$ cat src/hw/cio_pkg.sv
// Purpose: shared constants for the controller i/o strobe decoder
// Assumes: processor bus sampled on clk, E clock arrives as a plain input
// Notes: decoder line numbers name the strobe use, not a pin
package cio_pkg;
	// processor address decode
	localparam logic [2:0] IO_SEL_INPUT = 3'h6;
	localparam logic [2:0] IO_SEL_ADAPTER = 3'h4;
	localparam logic [2:0] RAM_SEL_WORK = 3'h0;
	localparam logic [2:0] RAM_SEL_STORE = 3'h1;
	localparam int ADDR_IO_MSB = 15;
	localparam int ADDR_ADAPTER_EN = 11;
	// adapter register choice on address bits 1..0
	localparam logic [1:0] PORT_A = 2'h0;
	localparam logic [1:0] PORT_B = 2'h1;
	localparam logic [1:0] PORT_STATUS = 2'h2;
	// port b fields
	localparam int BANK_BIT = 3;
	// steering latch fields
	localparam int STEER_OPT_BIT = 6;
	localparam int STEER_SI_BIT = 0;
	// second decoder line uses
	localparam logic [2:0] LN_DISP = 3'h0;
	localparam logic [2:0] LN_LOOP = 3'h1;
	localparam logic [2:0] LN_SHIFT = 3'h2;
	localparam logic [2:0] LN_GCLK = 3'h3;
	localparam logic [2:0] LN_FIV = 3'h4;
	localparam logic [2:0] LN_FDC = 3'h5;
	localparam logic [2:0] LN_LOAD = 3'h6;
	localparam logic [2:0] LN_STEER = 3'h7;
	// first decoder indicator lines are 3..6
	localparam logic [2:0] LN_IND_FIRST = 3'h3;
	localparam logic [2:0] LN_IND_LAST = 3'h6;
	// interrupt status word bits
	localparam int STAT_TIMER_BIT = 0;
	localparam int STAT_BUS_BIT = 1;
	// reset values
	localparam logic [7:0] BYTE_RST = 8'h00;
	localparam logic [7:0] STROBE_IDLE = 8'hFF;
	// display scan: digits plus key lamp groups
	localparam int SCAN_LEN = 19;
	// refresh timer
	localparam int CLK_HZ = 20_000_000;
	localparam int TIMER_HZ = 1900;
	localparam int TIMER_CYCLES = CLK_HZ / TIMER_HZ;
	// strobe sequencer
	typedef enum logic [1:0] {
		CIO_IDLE = 2'b00,
		CIO_ARMED = 2'b01,
		CIO_FIRE = 2'b10
	} cio_strobe_e;
endpackage

$ cat src/hw/cio_strobe_decoder.sv
// Purpose: controller i/o decode, adapter ports, output strobes, interrupts
// Assumes: all inputs but arst_n synchronous to clk; E high is the transfer phase
// Notes: strobes run one E low phase; outputs are registered
// How it works
// - ram pair: work ram and battery ram for stored setups
// - ram write while write enable low
// - read with input select strobes multiplexers
// - write with adapter select loads port
// - adapter needs address 11 high, E times
// - eight groups, low and high nibble selectors
// - config switch readable via input multiplexers
// - next E low pulses chosen decoder line
// - lines 1 and 7 latch port A
// - load shifter, shift eight, option clocks
// - general clock gated by steering latch
// - lines 4,5 drive function logic controls
// - line 0 clocks display, resets timer
// - first bank 3..6 latch indicator groups
// - bus board interrupt drives request B low
// - 1900 Hz timer drives request A low
// - status word names interrupt source
// - scan refresh digits and five lamp groups
// - indicator lamps static until relatched
// - first segment latched, single high starts
// - each display clock moves lit digit
`timescale 1ns/1ps
module cio_strobe_decoder
	import cio_pkg::*;
#(
	parameter int TIMER_PERIOD = TIMER_CYCLES
) (
	input wire logic clk, // 20 MHz system clock
	input wire logic arst_n, // async reset, active low
	input wire logic e_clk, // processor E clock, high = transfer
	input wire logic cpu_rw, // high read, low write
	input wire logic [15:0] cpu_addr, // processor address
	input wire logic [7:0] cpu_data_in, // processor write data
	output logic [7:0] cpu_data_out, // read data to processor
	output logic cpu_data_oe, // high while driving data bus
	input wire logic [27:0] mux_lo_in, // low nibbles, groups 0..6
	input wire logic [11:0] mux_hi_in, // high nibbles, entries 0..2
	input wire logic [7:0] cfg_switch, // configuration switch
	input wire logic bus_int, // bus board interrupt, high
	output logic [1:0] ram_we_n, // work / stored setup ram write
	output logic adapter_select_low_n, // adapter select, low
	output logic irq_a_n, // timer interrupt request, low
	output logic irq_b_n, // bus interrupt request, low
	output logic [7:0] dec0_n, // first bank strobes, low
	output logic [7:0] dec1_n, // second bank strobes, low
	output logic option_shift_clock_n, // gated option clock, low
	output logic serial_out, // shifter serial data
	output logic [7:0] loop_latch, // line 1 latch
	output logic [7:0] steer_latch, // line 7 steering latch
	output logic [31:0] indicator_lamps, // four static groups
	output logic [7:0] disp_segments, // current digit segments
	output logic [SCAN_LEN-1:0] disp_scan // one-hot lit position
);

////////////////////////////////////////////////////////////////
// reset release through two flops
logic rst_meta;
logic rst_n;

always_ff @(posedge clk or negedge arst_n) begin
	if (!arst_n) begin
		rst_meta <= 1'b0;
		rst_n <= 1'b0;
	end else begin
		rst_meta <= 1'b1;
		rst_n <= rst_meta;
	end
end

////////////////////////////////////////////////////////////////
// helpers
function automatic logic [7:0] onehot_n(input logic [2:0] sel);
	onehot_n = ~(8'h01 << sel);
endfunction

// low nibble from 8:1, high from dual 4:1 on bits 1..0
function automatic logic [7:0] mux_read(input logic [2:0] grp, input logic [27:0] lo,
		input logic [11:0] hi, input logic [7:0] sw);
	logic [3:0] l;
	logic [3:0] h;
	l = (grp == 3'h7) ? sw[3:0] : lo[4*grp +: 4];
	h = (grp[1:0] == 2'h3) ? sw[7:4] : hi[4*grp[1:0] +: 4];
	mux_read = {h, l};
endfunction

////////////////////////////////////////////////////////////////
// bus decode
logic e_prev;
logic e_rise;
logic e_fall;
logic io_space;
logic input_hit;
logic adapter_hit;
logic port_write;

assign e_rise = e_clk & ~e_prev;
assign e_fall = ~e_clk & e_prev;
assign io_space = ~cpu_addr[ADDR_IO_MSB];
assign input_hit = io_space & (cpu_addr[14:12] == IO_SEL_INPUT);
// adapter answers only with address 11 high
assign adapter_hit = io_space & (cpu_addr[14:12] == IO_SEL_ADAPTER) & cpu_addr[ADDR_ADAPTER_EN];
// transfer is timed by the end of the E high phase
assign port_write = e_fall & adapter_hit & ~cpu_rw;

////////////////////////////////////////////////////////////////
// bus side state
logic [7:0] port_a;
logic [7:0] port_b;
logic [7:0] next_port_a;
logic [7:0] next_port_b;
logic [7:0] next_data_out;
logic next_data_oe;
logic [1:0] next_ram_we_n;
logic next_select_n;
logic stat_timer;
logic stat_bus;
logic next_stat_timer;
logic next_stat_bus;
logic timer_pulse;
logic status_read;

always_comb begin
	next_port_a = port_a;
	next_port_b = port_b;
	if (port_write && cpu_addr[1:0] == PORT_A) begin
		next_port_a = cpu_data_in;
	end
	if (port_write && cpu_addr[1:0] == PORT_B) begin
		next_port_b = cpu_data_in;
	end
	// setups ram only on its own select code, work ram on the other
	next_ram_we_n[0] = ~(io_space & (cpu_addr[14:12] == RAM_SEL_WORK) & ~cpu_rw & e_clk);
	next_ram_we_n[1] = ~(io_space & (cpu_addr[14:12] == RAM_SEL_STORE) & ~cpu_rw & e_clk);
	next_select_n = ~(adapter_hit & e_clk);
	next_data_oe = e_clk & cpu_rw & (input_hit | adapter_hit);
	next_data_out = BYTE_RST;
	if (input_hit) begin
		next_data_out = mux_read(cpu_addr[2:0], mux_lo_in, mux_hi_in, cfg_switch);
	end else if (cpu_addr[1:0] == PORT_A) begin
		next_data_out = port_a;
	end else if (cpu_addr[1:0] == PORT_B) begin
		next_data_out = port_b;
	end else if (cpu_addr[1:0] == PORT_STATUS) begin
		next_data_out[STAT_TIMER_BIT] = stat_timer;
		next_data_out[STAT_BUS_BIT] = stat_bus;
	end
	// set wins over the clearing status read
	next_stat_timer = (stat_timer & ~status_read) | timer_pulse;
	next_stat_bus = (stat_bus & ~status_read) | bus_int;
end

assign status_read = e_fall & adapter_hit & cpu_rw & (cpu_addr[1:0] == PORT_STATUS);

always_ff @(posedge clk or negedge rst_n) begin
	if (!rst_n) begin
		e_prev <= 1'b0;
		port_a <= BYTE_RST;
		port_b <= BYTE_RST;
		cpu_data_out <= BYTE_RST;
		cpu_data_oe <= 1'b0;
		ram_we_n <= 2'h3;
		adapter_select_low_n <= 1'b1;
		stat_timer <= 1'b0;
		stat_bus <= 1'b0;
		irq_a_n <= 1'b1;
		irq_b_n <= 1'b1;
	end else begin
		e_prev <= e_clk;
		port_a <= next_port_a;
		port_b <= next_port_b;
		cpu_data_out <= next_data_out;
		cpu_data_oe <= next_data_oe;
		ram_we_n <= next_ram_we_n;
		adapter_select_low_n <= next_select_n;
		stat_timer <= next_stat_timer;
		stat_bus <= next_stat_bus;
		irq_a_n <= ~next_stat_timer;
		irq_b_n <= ~next_stat_bus;
	end
end

////////////////////////////////////////////////////////////////
// strobe sequencer and its destinations
cio_strobe_e state;
cio_strobe_e next_state;
logic [7:0] next_dec0_n;
logic [7:0] next_dec1_n;
logic next_opt_n;
logic [7:0] shifter;
logic [7:0] next_shifter;
logic next_serial;
logic [7:0] next_loop;
logic [7:0] next_steer;
logic [31:0] next_lamps;
logic [7:0] next_segments;
logic [SCAN_LEN-1:0] next_scan;
logic fire;
logic [2:0] line;
logic bank_first;

assign fire = (state == CIO_ARMED) & e_fall;
assign line = port_b[2:0];
assign bank_first = port_b[BANK_BIT];

always_comb begin
	next_state = state;
	next_dec0_n = dec0_n;
	next_dec1_n = dec1_n;
	next_opt_n = option_shift_clock_n;
	next_shifter = shifter;
	next_serial = serial_out;
	next_loop = loop_latch;
	next_steer = steer_latch;
	next_lamps = indicator_lamps;
	next_segments = disp_segments;
	next_scan = disp_scan;
	case (state)
		CIO_IDLE: begin
			if (port_write && cpu_addr[1:0] == PORT_B) begin
				next_state = CIO_ARMED;
			end
		end
		CIO_ARMED: begin
			if (fire) begin
				next_state = CIO_FIRE;
				if (bank_first) begin
					next_dec0_n = onehot_n(line);
					if (line >= LN_IND_FIRST && line <= LN_IND_LAST) begin
						// lamps stay put until their own group is relatched
						next_lamps[8*(line-LN_IND_FIRST) +: 8] = port_a;
					end
				end else begin
					next_dec1_n = onehot_n(line);
					case (line)
						LN_LOOP: next_loop = port_a;
						LN_STEER: next_steer = port_a;
						LN_LOAD: next_shifter = port_a;
						LN_SHIFT: begin
							next_serial = shifter[7];
							next_shifter = {shifter[6:0], 1'b0};
						end
						LN_GCLK: next_opt_n = ~steer_latch[STEER_OPT_BIT];
						LN_DISP: begin
							// segments and scan move together so one digit is lit
							next_segments = port_a;
							next_scan = {disp_scan[SCAN_LEN-2:0], steer_latch[STEER_SI_BIT]};
						end
						default: begin
						end
					endcase
				end
			end
		end
		CIO_FIRE: begin
			if (e_rise) begin
				next_state = CIO_IDLE;
				next_dec0_n = STROBE_IDLE;
				next_dec1_n = STROBE_IDLE;
				next_opt_n = 1'b1;
			end
		end
		default: next_state = CIO_IDLE;
	endcase
end

always_ff @(posedge clk or negedge rst_n) begin
	if (!rst_n) begin
		state <= CIO_IDLE;
		dec0_n <= STROBE_IDLE;
		dec1_n <= STROBE_IDLE;
		option_shift_clock_n <= 1'b1;
		shifter <= BYTE_RST;
		serial_out <= 1'b0;
		loop_latch <= BYTE_RST;
		steer_latch <= BYTE_RST;
		indicator_lamps <= '0;
		disp_segments <= BYTE_RST;
		disp_scan <= '0;
	end else begin
		state <= next_state;
		dec0_n <= next_dec0_n;
		dec1_n <= next_dec1_n;
		option_shift_clock_n <= next_opt_n;
		shifter <= next_shifter;
		serial_out <= next_serial;
		loop_latch <= next_loop;
		steer_latch <= next_steer;
		indicator_lamps <= next_lamps;
		disp_segments <= next_segments;
		disp_scan <= next_scan;
	end
end

////////////////////////////////////////////////////////////////
// refresh timer, restarted by every display clock
logic [13:0] timer_cnt;
logic [13:0] next_timer_cnt;
logic disp_clock;

assign disp_clock = fire & ~bank_first & (line == LN_DISP);
assign timer_pulse = (timer_cnt == 14'h0000);

always_comb begin
	if (disp_clock || timer_pulse) begin
		next_timer_cnt = 14'(TIMER_PERIOD - 1);
	end else begin
		next_timer_cnt = timer_cnt - 14'h0001;
	end
end

always_ff @(posedge clk or negedge rst_n) begin
	if (!rst_n) begin
		timer_cnt <= 14'h0000;
	end else begin
		timer_cnt <= next_timer_cnt;
	end
end
endmodule

$ cat config.mk
export PLATFORM = sky130hd
export DESIGN_NAME = cio_strobe_decoder
export DESIGN_NICKNAME = d
export VERILOG_FILES = /design/src/hw/cio_pkg.sv /design/src/hw/cio_strobe_decoder.sv
export SDC_FILE = /design/constraint.sdc
export NUM_CORES = 1
export LEC_CHECK = 0
export BUFFER_PORTS_ARGS = -buffer_cell sky130_fd_sc_hd__buf_2
export CAP_MARGIN = 20
export CORE_ASPECT_RATIO = 0.75
export CORE_MARGIN = 2
export CORE_UTILIZATION = 55
export DETAILED_ROUTE_END_ITERATION = 10
export PLACE_DENSITY = 0.83
export SYNTH_ARGS = -nofsm -noshare
export SYNTH_HDL_FRONTEND = slang
export SYNTH_SLANG_ARGS = --single-unit
$ cat constraint.sdc
create_clock -name clk -period 12.2 [get_ports clk]
set_input_delay 1.83 -clock clk [delete_from_list [all_inputs] [get_ports clk]]
set_output_delay 1.83 -clock clk [all_outputs]
set_load 0.01 [all_outputs]
==> out/results.tsv <==
stage	metric	value	unit
floorplanning	io pins	184	
global_route	first-pass GRT wire length	25700	um
power	Final Total Pwr	1.18	mW
logic_synthesis	fraction of registers with async set/reset	1.00	
finish	Filler Cells Inserted	932	
setup_path	largest fanout on the critical path	8	
setup_path	Critical Path RT	12.50	ns
clock_tree	post-cts sizing count	0	
logic_synthesis	xor/xnor share of the synthesized area	0.0142	
detailed_routing	DR vias	4707	
power	Comb pwr share	0.100	
finish	share of layout cells above drive strength 1	0.510	
clock_tree	cts hold-fix bufs	0	
setup_path	Crit. End Element	register	
clock_tree	Reg clk slew, reported paths	0.06	ns
logic_synthesis	FF+latch count, synth	152	
clock_tree	clock sink count	152	
worst_hold_path	Hold Path Origin	rst_meta$_DFF_PN0_	
timing	final setup vio count	0	
global_route	largest net degree at the start of global routing	83	
logic_synthesis	post-synthesis compound-gate area fraction	0.0609	
power	switching part of the total	0.261	
placement	Buffers on Ports	175	
clock_tree	post-CTS setup buffer count	0	
run_status	outcome	finished, final reports clean	
finish	most frequent cells in the layout	buf_2, dfrtp_1, mux2_2, nand2_1, nor2_1	
detailed_routing	1st-pass router iterations	4	
clock_tree	CTS Buffer Depth	2	
worst_hold_path	Hold/Removal Path Class	register to register	
placement	dpl ws	8.17	ns
floorplanning	core region area	12200	sq um
logic_synthesis	Synth area leaders	dfrtp_1, mux2_2, dfstp_2	
worst_hold_path	Hold Path Stages	0	
finish	Design Area, Final	8380	sq um
global_route	antenna violations before repair	0	
detailed_routing	initial DRC count	346	
floorplanning	Die Span Y	100	um
timing	worst rel slew slack	0.330	
logic_synthesis	Gate Count Post-Synth	505	
worst_hold_path	Hold Path Sink	rst_n$_DFF_PN0_	
clock_tree	TritonCTS clock tree	built	
placement	Inst Count DP	821	
logic_synthesis	mux contribution to synthesized area	0.230	
timing	Max Clock Skew	0.00767	ns
placement	Detailed Place HPWL	11200	um
setup_path	r2r endpoint	indicator_lamps[28]$_DFFE_PN0P_	
logic_synthesis	number of synthesized flops with an enable pin	0	
placement	Placer Congestion	0.849	
power	pwr dens	141	nW/um^2
timing	final worst slack	8.23	ns
clock_tree	root buffer cell	clkbuf_16	
flow_run	maxcap violations	0	
floorplanning	Initial Util	0.558	
placement	area after detailed placement	7790	sq um
timing	max-slew violation count	0	
clock_tree	CTS buffer count	17	
detailed_routing	routed length per instance	18.5	um
setup_path	CP Class	register to register	
timing	fmax	252	MHz
finish	n_diodes	0	
finish	Syn-to-layout area delta	23.3	%
floorplanning	width of the die	132	um
logic_synthesis	sequential share of the synthesized area	0.564	
logic_synthesis	Synth Warn #	0	
floorplanning	row count	35	
power	Reg power frac	0.479	
timing	unrepaired setup endpoints after global routing	false	
timing	Worst-Margin Slew	0.997	ns
detailed_routing	DRT antenna net count	0	
global_route	Total GRT Usage	0.252	
power	Psw	0.309	mW
logic_synthesis	post-synth top area cell	dfrtp_1	
finish	Core Util, Final	0.688	
finish	most common cell after layout, fill and taps aside	buf_2	
detailed_routing	DRC	0	
logic_synthesis	largest family of logic cells by synthesized area	multiplexers	
logic_synthesis	Synth Area per Inst	13.5	sq um
power	clock power share	0.421	
power	internal power	0.875	mW
logic_synthesis	syn_nets	595	
logic_synthesis	distinct cell type count after synthesis	49	
timing	TNS Setup	0	ns
logic_synthesis	Yosys top cell area share	0.479	
timing	WHS	0.365	ns
detailed_routing	drt via density	5.51	
logic_synthesis	Synth Area in Simple Gates	0.0839	
power	Max VDD drop	0.0000946	V
logic_synthesis	post-synthesis cell area	6800	sq um
detailed_routing	Routed WL	15800	um
setup_path	RR Startpoint	port_b[0]$_DFFE_PN0P_	
timing	Final Cycle Share	0.325	
timing	Min Clock Period, post-route	3.97	ns
setup_path	worst-case reg-to-reg path depth	8	
floorplanning	die area	13300	sq um
clock_tree	CTS H-Tree Depth	4	
setup_path	Worst EP arrival	4.27	ns
logic_synthesis	Top FF cell, synth	dfrtp_1	
setup_path	crit path launch	port_b[0]$_DFFE_PN0P_	
clock_tree	clk_lat worst skew	0.42	ns
setup_path	crit path launch type	register	
setup_path	Worst R2R Setup Slack	8.23	ns
finish	nets@finish	765	
power	Lkg Pwr	4.22	nW
timing	final hold violations	0	
global_route	Remaining Overflow, GRT	0	
finish	fin cells	854	
logic_synthesis	Post-Synth Adder-Cell Area	0.0239	
global_route	number of global-route vias before repair	4928	
==> logic make-up after synthesis <==
family | count (synthesis)
xor+xnor | 11
simple gates | 114
flops | 152
mux | 129
compound gates | 46
fa+ha+maj | 13
buf+inv | 39
other cells | 1
==> metal layers <==
layer  GRT usage  wire (um)  up-vias
met4      0.0835        276        0
met1       0.327       6780     2382
met2       0.410       7670      159
li1            -          -     2138
met3      0.0783       1040       28
met5           0          0        -
==> final cells by class <==
class | count | area (sq um) | share of cell area
inverter | 12 | 45.0 | 0.00537
tap | 166 | 208 | 0.0248
clock buffer | 17 | 425 | 0.0508
sequential | 152 | 3830 | 0.458
timing repair buffer | 178 | 918 | 0.110
multi-input combinational | 314 | 2810 | 0.335
clock inverter | 15 | 139 | 0.0166
==> synth_stat cells (3+ instances only) <==
cell type	count
dfrtp_1	130
mux2_2	98
nand2_1	34
nor2_1	25
dfstp_2	22
mux2i_1	19
clkbuf_1	16
ha_1	13
nand3_1	13
inv_1	12
mux4_2	12
o21ai_0	10
nor2b_1	8
xor2_1	8
a21oi_1	7
buf_1	7
o31ai_1	6
nand2b_1	5
a2111oi_4	4
a2bb2oi_1	4
and2_1	3
and3_1	3
buf_2	3
nand4_1	3
nor3_1	3
nor4_1	3
o21a_1	3
xnor2_1	3
==> power groups by stage <==
stage               Clock [mW]  Sequential [mW]  Combinational (mW)
floorplan                    0            0.573              0.0755
global placement             0            0.572               0.109
detailed placement           0            0.576               0.116
CTS                      0.508            0.567               0.118
global route             0.528            0.570               0.133
finish                   0.498            0.567               0.118
==> sequential cells by signal (all words and copies together), names as in the netlist, 2 cells and up <==
signal           count
timer_cnt           14
disp_scan           19
loop_latch           8
disp_segments        8
dec0_n               8
cpu_data_out         8
shifter              8
ram_we_n             2
port_b               8
indicator_lamps     32
state                2
steer_latch          8
port_a               8
dec1_n               8
==> critical path, cell delays in order (launching register included) <==
cell and delay (ns):
dfrtp_1 0.52, inv_1 0.15, o21ai_0 0.67, nand3_1 0.24, ha_1 0.37, nor4b_1 0.34, nand3_1 0.36, a2111oi_4 0.78
mux2_2 0.42
==> worst max path at each step <==
stage               cells past startpoint  slack, ns                              end
floorplan                               0       7.69            cpu_data_oe$_DFF_PN0_
global placement                        6       8.21  indicator_lamps[26]$_DFFE_PN0P_
detailed placement                      6       8.17  indicator_lamps[28]$_DFFE_PN0P_
CTS                                     8       8.24  indicator_lamps[28]$_DFFE_PN0P_
global route                            8       7.99   indicator_lamps[0]$_DFFE_PN0P_
finish                                  8       8.23  indicator_lamps[28]$_DFFE_PN0P_
Note: power is estimated with default switching activity, not from simulation.
